File: config.mk
export PLATFORM = sky130hd
export DESIGN_NAME = tse_eeprom_top
export DESIGN_NICKNAME = d
export VERILOG_FILES = /design/src/tse_pkg.sv /design/src/tse_eeprom_top.sv /design/src/tse_sync.sv
export SDC_FILE = /design/constraint.sdc
export NUM_CORES = 2
export LEC_CHECK = 0
export BUFFER_PORTS_ARGS = -buffer_cell sky130_fd_sc_hd__clkbuf_2
export CORE_MARGIN = 2
export CORE_UTILIZATION = 45
export CTS_BUF_LIST = sky130_fd_sc_hd__clkbuf_2 sky130_fd_sc_hd__clkbuf_4 sky130_fd_sc_hd__clkbuf_8
export CTS_CLUSTER_DIAMETER = 100
export DETAILED_ROUTE_END_ITERATION = 7
export HOLD_SLACK_MARGIN = 0.1
export PLACE_DENSITY_LB_ADDON = 0.15
export SLEW_MARGIN = 40
export SYNTH_ARGS = -nofsm -noshare
export SYNTH_HDL_FRONTEND = slang
export SYNTH_HIERARCHICAL = 1
export SYNTH_SLANG_ARGS = --single-unit
File: constraint.sdc
create_clock -name clk -period 2.78 [get_ports clk]
set_input_delay 0.139 -clock clk [delete_from_list [all_inputs] [get_ports clk]]
set_output_delay 0.139 -clock clk [all_outputs]
set_load 0.05 [all_outputs]
File: src/tse_pkg.sv
// package: constants and types for the two-wire serial eeprom
package tse_pkg;
    // ***************************************************************
    // array geometry
    // ***************************************************************
    localparam int MEM_DEPTH  = 256;
    localparam int ADDR_W     = 8;
    localparam int DATA_W     = 8;
    localparam int PAGE_BYTES = 16;
    localparam int PAGE_W     = 4;

    // ***************************************************************
    // bus framing
    // ***************************************************************
    localparam logic [3:0] DEV_PREFIX = 4'hA;
    localparam logic [3:0] BIT_LAST   = 4'h7;
    localparam logic [3:0] BIT_ACK    = 4'h8;

    // ***************************************************************
    // timing
    // ***************************************************************
    localparam int CLK_MHZ      = 250;
    localparam int PROG_TIME_MS = 5;
    localparam int PROG_CYCLES  = PROG_TIME_MS * 1000 * CLK_MHZ;
    localparam int PROG_CNT_W   = 21;

    // ***************************************************************
    // input synchroniser: {por, wp, sel2, sel1, sel0, sda, scl}
    // ***************************************************************
    localparam int         SYNC_W   = 7;
    localparam logic [6:0] SYNC_RST = 7'h43;
    localparam int         SY_SCL   = 0;
    localparam int         SY_SDA   = 1;
    localparam int         SY_SEL0  = 2;
    localparam int         SY_SEL1  = 3;
    localparam int         SY_SEL2  = 4;
    localparam int         SY_WP    = 5;
    localparam int         SY_POR   = 6;

    // ***************************************************************
    // control states
    // ***************************************************************
    typedef enum logic [5:0] {
        ST_IDLE  = 6'h01,
        ST_DEV   = 6'h02,
        ST_WORD  = 6'h04,
        ST_WDATA = 6'h08,
        ST_RDATA = 6'h10,
        ST_WAIT  = 6'h20
    } tse_state_type;
endpackage

File: src/tse_eeprom_top.sv
// two-wire serial eeprom target: 256 x 8 array, 16-byte pages
`timescale 1ns/1ps
// Overview of operation
// - Array holds 256 bytes of eight bits, programmed in 16-byte pages.
// - A partial page write programs only the bytes actually received.
// - Programming is self-timed and ends within 5 ms.
// - While power-on reset is asserted, all commands are ignored, nothing written.
// - On power-on reset release, control resets and enters standby.
// - Power-on reset asserting again returns the device to standby.
// - After stop, standby is entered only if no programming is running.
// - Unconnected address-select inputs read as logic zero.
// - Three address-select inputs distinguish up to eight units on one bus.
// - Write-protect high makes the whole array read-only.
// - Write-protect low or open allows normal writes.
// - Data line is only pulled low or released, never driven high.
// - A transfer is target byte, location, then data.
// - Serial clock is input only and times every bit.
// - Target byte is prefix 1010, three select bits, direction bit.
// - Page write advances low four address bits, wrapping inside the page.
// - While programming, address bytes get no acknowledge, allowing polling.
module tse_eeprom_top
#(
    parameter int unsigned WRITE_CYCLES = tse_pkg::PROG_CYCLES
)
(
    input  wire logic clk,
    input  wire logic rst,
    input  wire logic power_on_reset,
    input  wire logic scl_in,
    input  wire logic sda_in,
    output logic      sda_out,
    output logic      sda_oe,
    input  wire logic addr_select_bit0,
    input  wire logic addr_select_bit1,
    input  wire logic addr_select_bit2,
    input  wire logic write_protect,
    output logic      standby,
    output logic      prog_busy
);
    import tse_pkg::*;

    // ***************************************************************
    // declarations
    // ***************************************************************
    logic [SYNC_W-1:0]     sync_q;
    logic                  scl_s, sda_s, wp_s, por_s;
    logic [2:0]            sel_s;
    logic                  scl_d_reg, sda_d_reg;
    logic                  scl_rise, scl_fall, start_cond, stop_cond;
    tse_state_type         state_reg;
    logic [3:0]            bit_cnt_reg;
    logic [DATA_W-1:0]     shift_reg;
    logic [DATA_W-1:0]     tx_reg;
    logic [ADDR_W-1:0]     ptr_reg;
    logic [DATA_W-1:0]     page_buf_reg [PAGE_BYTES];
    logic [PAGE_BYTES-1:0] page_vld_reg;
    logic [DATA_W-1:0]     mem_reg [MEM_DEPTH];
    logic                  busy_reg;
    logic [PROG_CNT_W-1:0] prog_cnt_reg;
    logic                  sda_oe_reg, sda_out_reg, standby_reg;
    logic                  in_frame, byte_end, ack_end, mack_rise;
    logic                  dev_match, prog_start, commit;

    // ***************************************************************
    // input synchronisation and bus events
    // ***************************************************************
    tse_sync u_sync (
        .clk      (clk),
        .rst      (rst),
        .async_in ({power_on_reset, write_protect, addr_select_bit2,
                    addr_select_bit1, addr_select_bit0, sda_in, scl_in}),
        .sync_out (sync_q)
    );

    // open select inputs are pulled low at the pad, so they read zero
    assign scl_s = sync_q[SY_SCL];
    assign sda_s = sync_q[SY_SDA];
    assign sel_s = {sync_q[SY_SEL2], sync_q[SY_SEL1], sync_q[SY_SEL0]};
    assign wp_s  = sync_q[SY_WP];
    assign por_s = sync_q[SY_POR];

    // delayed copies for edge detection
    always_ff @(posedge clk)
    begin
        if (rst)
        begin
            scl_d_reg <= 1'b1;
            sda_d_reg <= 1'b1;
        end
        else
        begin
            scl_d_reg <= scl_s;
            sda_d_reg <= sda_s;
        end
    end

    // clock edges and start/stop seen while clock is high
    assign scl_rise   = scl_s & ~scl_d_reg;
    assign scl_fall   = ~scl_s & scl_d_reg;
    assign start_cond = scl_s & scl_d_reg & sda_d_reg & ~sda_s;
    assign stop_cond  = scl_s & scl_d_reg & ~sda_d_reg & sda_s;

    // byte framing strobes
    assign in_frame  = (state_reg == ST_DEV) || (state_reg == ST_WORD) ||
                       (state_reg == ST_WDATA) || (state_reg == ST_RDATA);
    assign byte_end  = scl_fall && in_frame && (bit_cnt_reg == BIT_LAST);
    assign ack_end   = scl_fall && in_frame && (bit_cnt_reg == BIT_ACK);
    assign mack_rise = scl_rise && (state_reg == ST_RDATA) && (bit_cnt_reg == BIT_ACK);

    // target byte match, refused while programming
    assign dev_match = (shift_reg[7:4] == DEV_PREFIX) && (shift_reg[3:1] == sel_s)
                       && !busy_reg;

    // ***************************************************************
    // bit counter and receive shifter
    // ***************************************************************
    // counts eight data bits plus the ack slot; start parks it on the ack slot
    // so the clock fall that closes the start condition is not taken as a bit
    always_ff @(posedge clk)
    begin
        if (rst || por_s || stop_cond)
            bit_cnt_reg <= 4'h0;
        else if (start_cond)
            bit_cnt_reg <= BIT_ACK;
        else if (scl_fall && in_frame)
            bit_cnt_reg <= (bit_cnt_reg == BIT_ACK) ? 4'h0 : bit_cnt_reg + 4'h1;
    end

    // data bits are taken on the rising clock edge, msb first
    always_ff @(posedge clk)
    begin
        if (rst)
            shift_reg <= 8'h00;
        else if (scl_rise && bit_cnt_reg < BIT_ACK)
            shift_reg <= {shift_reg[6:0], sda_s};
    end

    // ***************************************************************
    // control state machine
    // ***************************************************************
    // target byte, then location, then data
    always_ff @(posedge clk)
    begin
        if (rst || por_s)
            state_reg <= ST_IDLE;
        else if (start_cond)
            state_reg <= ST_DEV;
        else if (stop_cond)
            state_reg <= ST_IDLE;
        else
        begin
            case (state_reg)
                ST_DEV:
                    if (byte_end)
                        state_reg <= !dev_match ? ST_WAIT :
                                     (shift_reg[0] ? ST_RDATA : ST_WORD);
                ST_WORD:
                    if (byte_end)
                        state_reg <= ST_WDATA;
                ST_RDATA:
                    if (mack_rise && sda_s)
                        state_reg <= ST_WAIT; // master declined more data
                default:
                    state_reg <= state_reg;
            endcase
        end
    end

    // ***************************************************************
    // address pointer and page buffer
    // ***************************************************************
    // location load, page-wrapping write advance, full read advance
    always_ff @(posedge clk)
    begin
        if (rst || por_s)
        begin
            ptr_reg      <= 8'h00;
            page_vld_reg <= 16'h0000;
        end
        else if (byte_end && state_reg == ST_WORD)
        begin
            ptr_reg      <= shift_reg;
            page_vld_reg <= 16'h0000;
        end
        else if (byte_end && state_reg == ST_WDATA)
        begin
            page_vld_reg[ptr_reg[3:0]] <= 1'b1;
            ptr_reg[3:0]               <= ptr_reg[3:0] + 4'h1;
        end
        else if (byte_end && state_reg == ST_RDATA)
            ptr_reg <= ptr_reg + 8'h01;
    end

    // later bytes to the same slot overwrite earlier ones
    always_ff @(posedge clk)
    begin
        if (byte_end && state_reg == ST_WDATA)
            page_buf_reg[ptr_reg[3:0]] <= shift_reg;
    end

    // ***************************************************************
    // self-timed programming
    // ***************************************************************
    assign prog_start = stop_cond && (state_reg == ST_WDATA) && (|page_vld_reg)
                        && !wp_s && !busy_reg;
    assign commit     = busy_reg && (prog_cnt_reg == '0) && !wp_s;

    // busy flag with cycle countdown, cleared by power-on reset
    always_ff @(posedge clk)
    begin
        if (rst || por_s)
        begin
            busy_reg     <= 1'b0;
            prog_cnt_reg <= '0;
        end
        else if (prog_start)
        begin
            busy_reg     <= 1'b1;
            prog_cnt_reg <= PROG_CNT_W'(WRITE_CYCLES - 1);
        end
        else if (busy_reg)
        begin
            if (prog_cnt_reg == '0)
                busy_reg <= 1'b0;
            else
                prog_cnt_reg <= prog_cnt_reg - PROG_CNT_W'(1);
        end
    end

    // each cell takes its buffered byte when its page slot was received
    genvar gi;
    generate
        for (gi = 0; gi < MEM_DEPTH; gi++)
        begin : g_cell
            localparam logic [ADDR_W-1:0] CELL = ADDR_W'(gi);
            always_ff @(posedge clk)
            begin
                if (commit && ptr_reg[7:4] == CELL[7:4] && page_vld_reg[CELL[3:0]])
                    mem_reg[gi] <= page_buf_reg[CELL[3:0]];
            end
        end
    endgenerate

    // ***************************************************************
    // data line drive
    // ***************************************************************
    // transmit shifter, loaded after each acknowledge slot
    always_ff @(posedge clk)
    begin
        if (rst)
            tx_reg <= 8'h00;
        else if (ack_end && state_reg == ST_RDATA)
            tx_reg <= mem_reg[ptr_reg];
        else if (scl_fall && state_reg == ST_RDATA && bit_cnt_reg < BIT_LAST)
            tx_reg <= {tx_reg[6:0], 1'b0};
    end

    // pull low for acknowledge or a zero data bit, else release
    always_ff @(posedge clk)
    begin
        if (rst || por_s || start_cond || stop_cond)
            sda_oe_reg <= 1'b0;
        else if (byte_end)
            sda_oe_reg <= (state_reg == ST_DEV) ? dev_match :
                          (state_reg == ST_WORD || state_reg == ST_WDATA);
        else if (ack_end)
            sda_oe_reg <= (state_reg == ST_RDATA) ? ~mem_reg[ptr_reg][7] : 1'b0;
        else if (scl_fall && state_reg == ST_RDATA && bit_cnt_reg < BIT_LAST)
            sda_oe_reg <= ~tx_reg[6];
    end

    // driven level is always low
    always_ff @(posedge clk)
    begin
        sda_out_reg <= 1'b0;
    end

    // standby once idle and not programming
    always_ff @(posedge clk)
    begin
        if (rst)
            standby_reg <= 1'b1;
        else
            standby_reg <= por_s || (state_reg == ST_IDLE && !busy_reg);
    end

    assign sda_oe    = sda_oe_reg;
    assign sda_out   = sda_out_reg;
    assign standby   = standby_reg;
    assign prog_busy = busy_reg;

    logic [PROG_CNT_W-1:0] busy_len_reg;
    // counts cycles of one programming run
    always_ff @(posedge clk)
    begin
        if (rst || !busy_reg)
            busy_len_reg <= '0;
        else
            busy_len_reg <= busy_len_reg + PROG_CNT_W'(1);
    end
endmodule

File: src/tse_sync.sv
// two-flop synchroniser for a group of asynchronous inputs
`timescale 1ns/1ps
module tse_sync
#(
    parameter int         WIDTH   = tse_pkg::SYNC_W,
    parameter logic [6:0] RST_VAL = tse_pkg::SYNC_RST
)
(
    input  wire logic             clk,
    input  wire logic             rst,
    input  wire logic [WIDTH-1:0] async_in,
    output logic      [WIDTH-1:0] sync_out
);
    import tse_pkg::*;

    // ***************************************************************
    // one two-stage chain per bit
    // ***************************************************************
    genvar gi;
    generate
        for (gi = 0; gi < WIDTH; gi++)
        begin : g_bit
            logic meta_reg;
            // first stage feeds only the second stage
            always_ff @(posedge clk)
            begin
                if (rst)
                begin
                    meta_reg     <= RST_VAL[gi];
                    sync_out[gi] <= RST_VAL[gi];
                end
                else
                begin
                    meta_reg     <= async_in[gi];
                    sync_out[gi] <= meta_reg;
                end
            end
        end
    endgenerate
endmodule

==> qor.csv <==
stage;metric;value;unit
finish;Final #Nets;5510;
setup_path;Most common cell on crit path;buf_4;
finish;share of cells above drive strength 1;44.2;%
setup_path;Worst path max stage delay;0.49;ns
sta;setup repair after global routing missed its margin;yes;
sta;Slew @ Worst Pin;0.842;ns
global_routing;vias in the first global route;50600;
synthesis;dominant cells by area after synthesis;edfxtp_1 (74%), mux4_2 (11%), dfxtp_1 (2.0%), and2_1 (1.9%), mux4_1 (1.9%);
global_routing;initial antenna violation count;34;
place;HPWL after DPL;243000;microns
finish;fill cell count;14700;
clock_network;maximum root-to-sink buffer count;4;
clock_network;CTS root buffer;clkbuf_8;
floorplanning;Die Area;0.199;sq mm
drt;Routed Antenna Nets;0;
setup_path;CP max-delay cell;dfxtp_4;
sta;crit share post-route;108;%
drt;WL/cell;41.3;microns
setup_path;Worst setup EP type;flop;
synthesis;sequential area share after synthesis;76.4;%
pwr;Static Leakage;36.9;nW
setup_path;critical path peak fanout;17;
setup_path;Setup CP Type;reg -> reg;
sta;Max-Slew Margin vs Limit;43.9;%
drt;initial drt markers;8255;
finish;Finished Cell Area;0.111;sq mm
synthesis;EDFF count, synth;2176;
place;Area after DPL;0.101;sq mm
outcome;failing checks;negative setup slack;
synthesis;synthesized area;0.0879;sq mm
drt;final wirelength;344000;microns
synthesis;asr flop ratio synth;0;%
global_routing;gr ovfl total;0;
clock_network;worst skew pair latency;1.12;ns
sta;Final Hold Fails;0;
synthesis;distinct cell type count after synthesis;84;
synthesis;Mapped Cells;4231;
sta;clock skew;0.127;ns
drt;vias;52100;
sta;crit path time final;2.99;ns
synthesis;Post-Syn Area per Cell;20.8;sq um
floorplanning;Core Region;0.195;sq mm
pwr;Final Power;0.0661;W
outcome;status;complete, but fails checks;
pwr;pwr dens;598;mW/mm^2
sta;hold slack final;0.410;ns
place;Routability Congestion;1.06;
global_routing;first-pass GRT wire length;453000;microns
drt;DRC viols;0;
sta;Setup Viol. Count Final;1436;
drt;Vias/cell;6.25;
sta;fmax;335;MHz
synthesis;Synth top area share;74.3;%
finish;max FFs per register;2048;
synthesis;top_reg_cell synth;edfxtp_1;
synthesis;Yosys Warn Count;6;
finish;Finished Layout Cells;8328;
clock_network;clock sink count;2265;
floorplanning;Initial Util;45.2;%
floorplanning;IO Pins;13;
setup_path;R2R cell count;12;
place;IO Port Bufs;11;
finish;most frequent cells in the layout;edfxtp_1 (2176), buf_4 (537), mux4_2 (458);
finish;area grow syn2layout;25.9;%
floorplanning;Die Y;446;microns
floorplanning;Site Rows;162;
finish;most common cell after layout, fill and taps aside;edfxtp_1;
global_routing;largest net degree at the start of global routing;38;
sta;setup ws final;-0.209;ns
synthesis;Yosys reg bits;2265;
clock_network;H-tree depth;5;
setup_path;Crit path required time;3.80;ns
clock_network;clock-pin slew on the worst setup and hold paths;0.07;ns
min_path;worst hold path stage count;1;
clock_network;total CTS buffers;384;
global_routing;GR Util All Layers;34.5;%
pwr;VDD IR max;0.421;mV
sta;max-slew violations;0;
setup_path;Critical Path Source Type;flop;
floorplanning;die width;446;microns
synthesis;Synth Net Count;4248;
job;max-cap violation count;0;
place;DP Cell Count;7621;
clock_network;CTS tree;built;
synthesis;Synth area leader;edfxtp_1;
finish;Post-Route Utilization;56.9;%
setup_path;crit-path cells;buf_4, buf_12, buf_16, buf_4, mux4_2, a22oi_2, buf_4, nand2_1, a21oi_1, or3_1, nand4_1, o21a_1;
drt;DR pass1 iterations;5;
min_path;path type of the worst min-delay path;reg -> reg;
setup_path;Worst EP arrival;4.01;ns
-- synth_stat cells, types with 62 or more instances --
| cell | number |
|---|---|
| clkbuf_1 | 73 |
| dfxtp_1 | 89 |
| edfxtp_1 | 2176 |
| mux4_2 | 434 |
| and2_1 | 268 |
| a21oi_1 | 83 |
| mux4_1 | 62 |
| buf_2 | 67 |
| mux2i_1 | 101 |
| a22oi_1 | 133 |
| nor2_1 | 95 |
| nand2_1 | 111 |
-- path summary, 6_finish.rpt --
path	from	endpoint	slack, ns
setup / recovery	ptr_reg[1]	tx_reg[4]	-0.21
hold / removal	u_sync/g_bit[1].meta_reg	u_sync/sync_out[1]	0.41
setup reg to reg	ptr_reg[1]	tx_reg[4]	-0.21
hold reg to reg	u_sync/g_bit[1].meta_reg	u_sync/sync_out[1]	0.41
-- report_power, final --
group          total (W)  switching [W]  internal (W)  leakage (nW)
logic          0.0000906      0.0000478     0.0000428          12.7
clock network     0.0292         0.0135        0.0157          3.88
registers         0.0368     0.00000871        0.0368          20.3
total             0.0661         0.0136        0.0526          36.9
-- metrics by stage --
step	setup slack [ns]	setup TNS, ns
floorplan	0.143	0
global placement	-0.774	-256.85
detailed placement	-0.768	-330.21
CTS	-0.172	-73.20
global route	-0.216	-196.22
finish	-0.209	-58.51
-- cell families (layout without fill, tap and decap cells) --
kind of cell	after synthesis	in the layout	synth area share, %
DFF	2265	2265	76.4
and+or+nand+nor	674	674	4.23
muxes	609	609	14.3
AOI/OAI and AO/OA	400	400	3.08
buffers and inverters	250	1799	1.70
xor gates and xnor gates	24	24	0.239
adders and majority gates	8	8	0.114
other	1	7	0.00427
-- routing by layer --
metal / GRT usage, % / part of all wire, %
met2: 49.0 / 43
met1: 49.3 / 39
met3: 11.2 / 14
met4: 14.2 / 4.5
met5: 0 / 0.041
-- critical path: cells and delay by family (launching register included) --
kind	cells	cell delay (ns)
buf+inv	5	0.90
flops	1	0.49
compound gates	3	0.79
simple gates	3	0.32
mux	1	0.35
-- area by class of cell --
cell class	instances	area, sq um	share of cell area [%]
Clock buffer	516	6330	5.72
Sequential cell	2265	67100	60.7
Clock inverter	157	968	0.875
Timing Repair Buffer	1111	12300	11.1
Antenna cell	6	15.0	0.0136
Tap cell	2542	3180	2.87
Multi-Input combinational cell	1716	20600	18.7
Inverter	15	58.8	0.0532
-- repair_timing --
item                                     CTS  global route
hold buffers                              23             0
buffers inserted                          68            35
pin swaps                                 47            71
gates cloned                               8             5
endpoints found under the setup margin  2116          2064
resized for setup                        391           478
hold endpoints to repair                  70             0
Power figures use the tool's default switching activity.
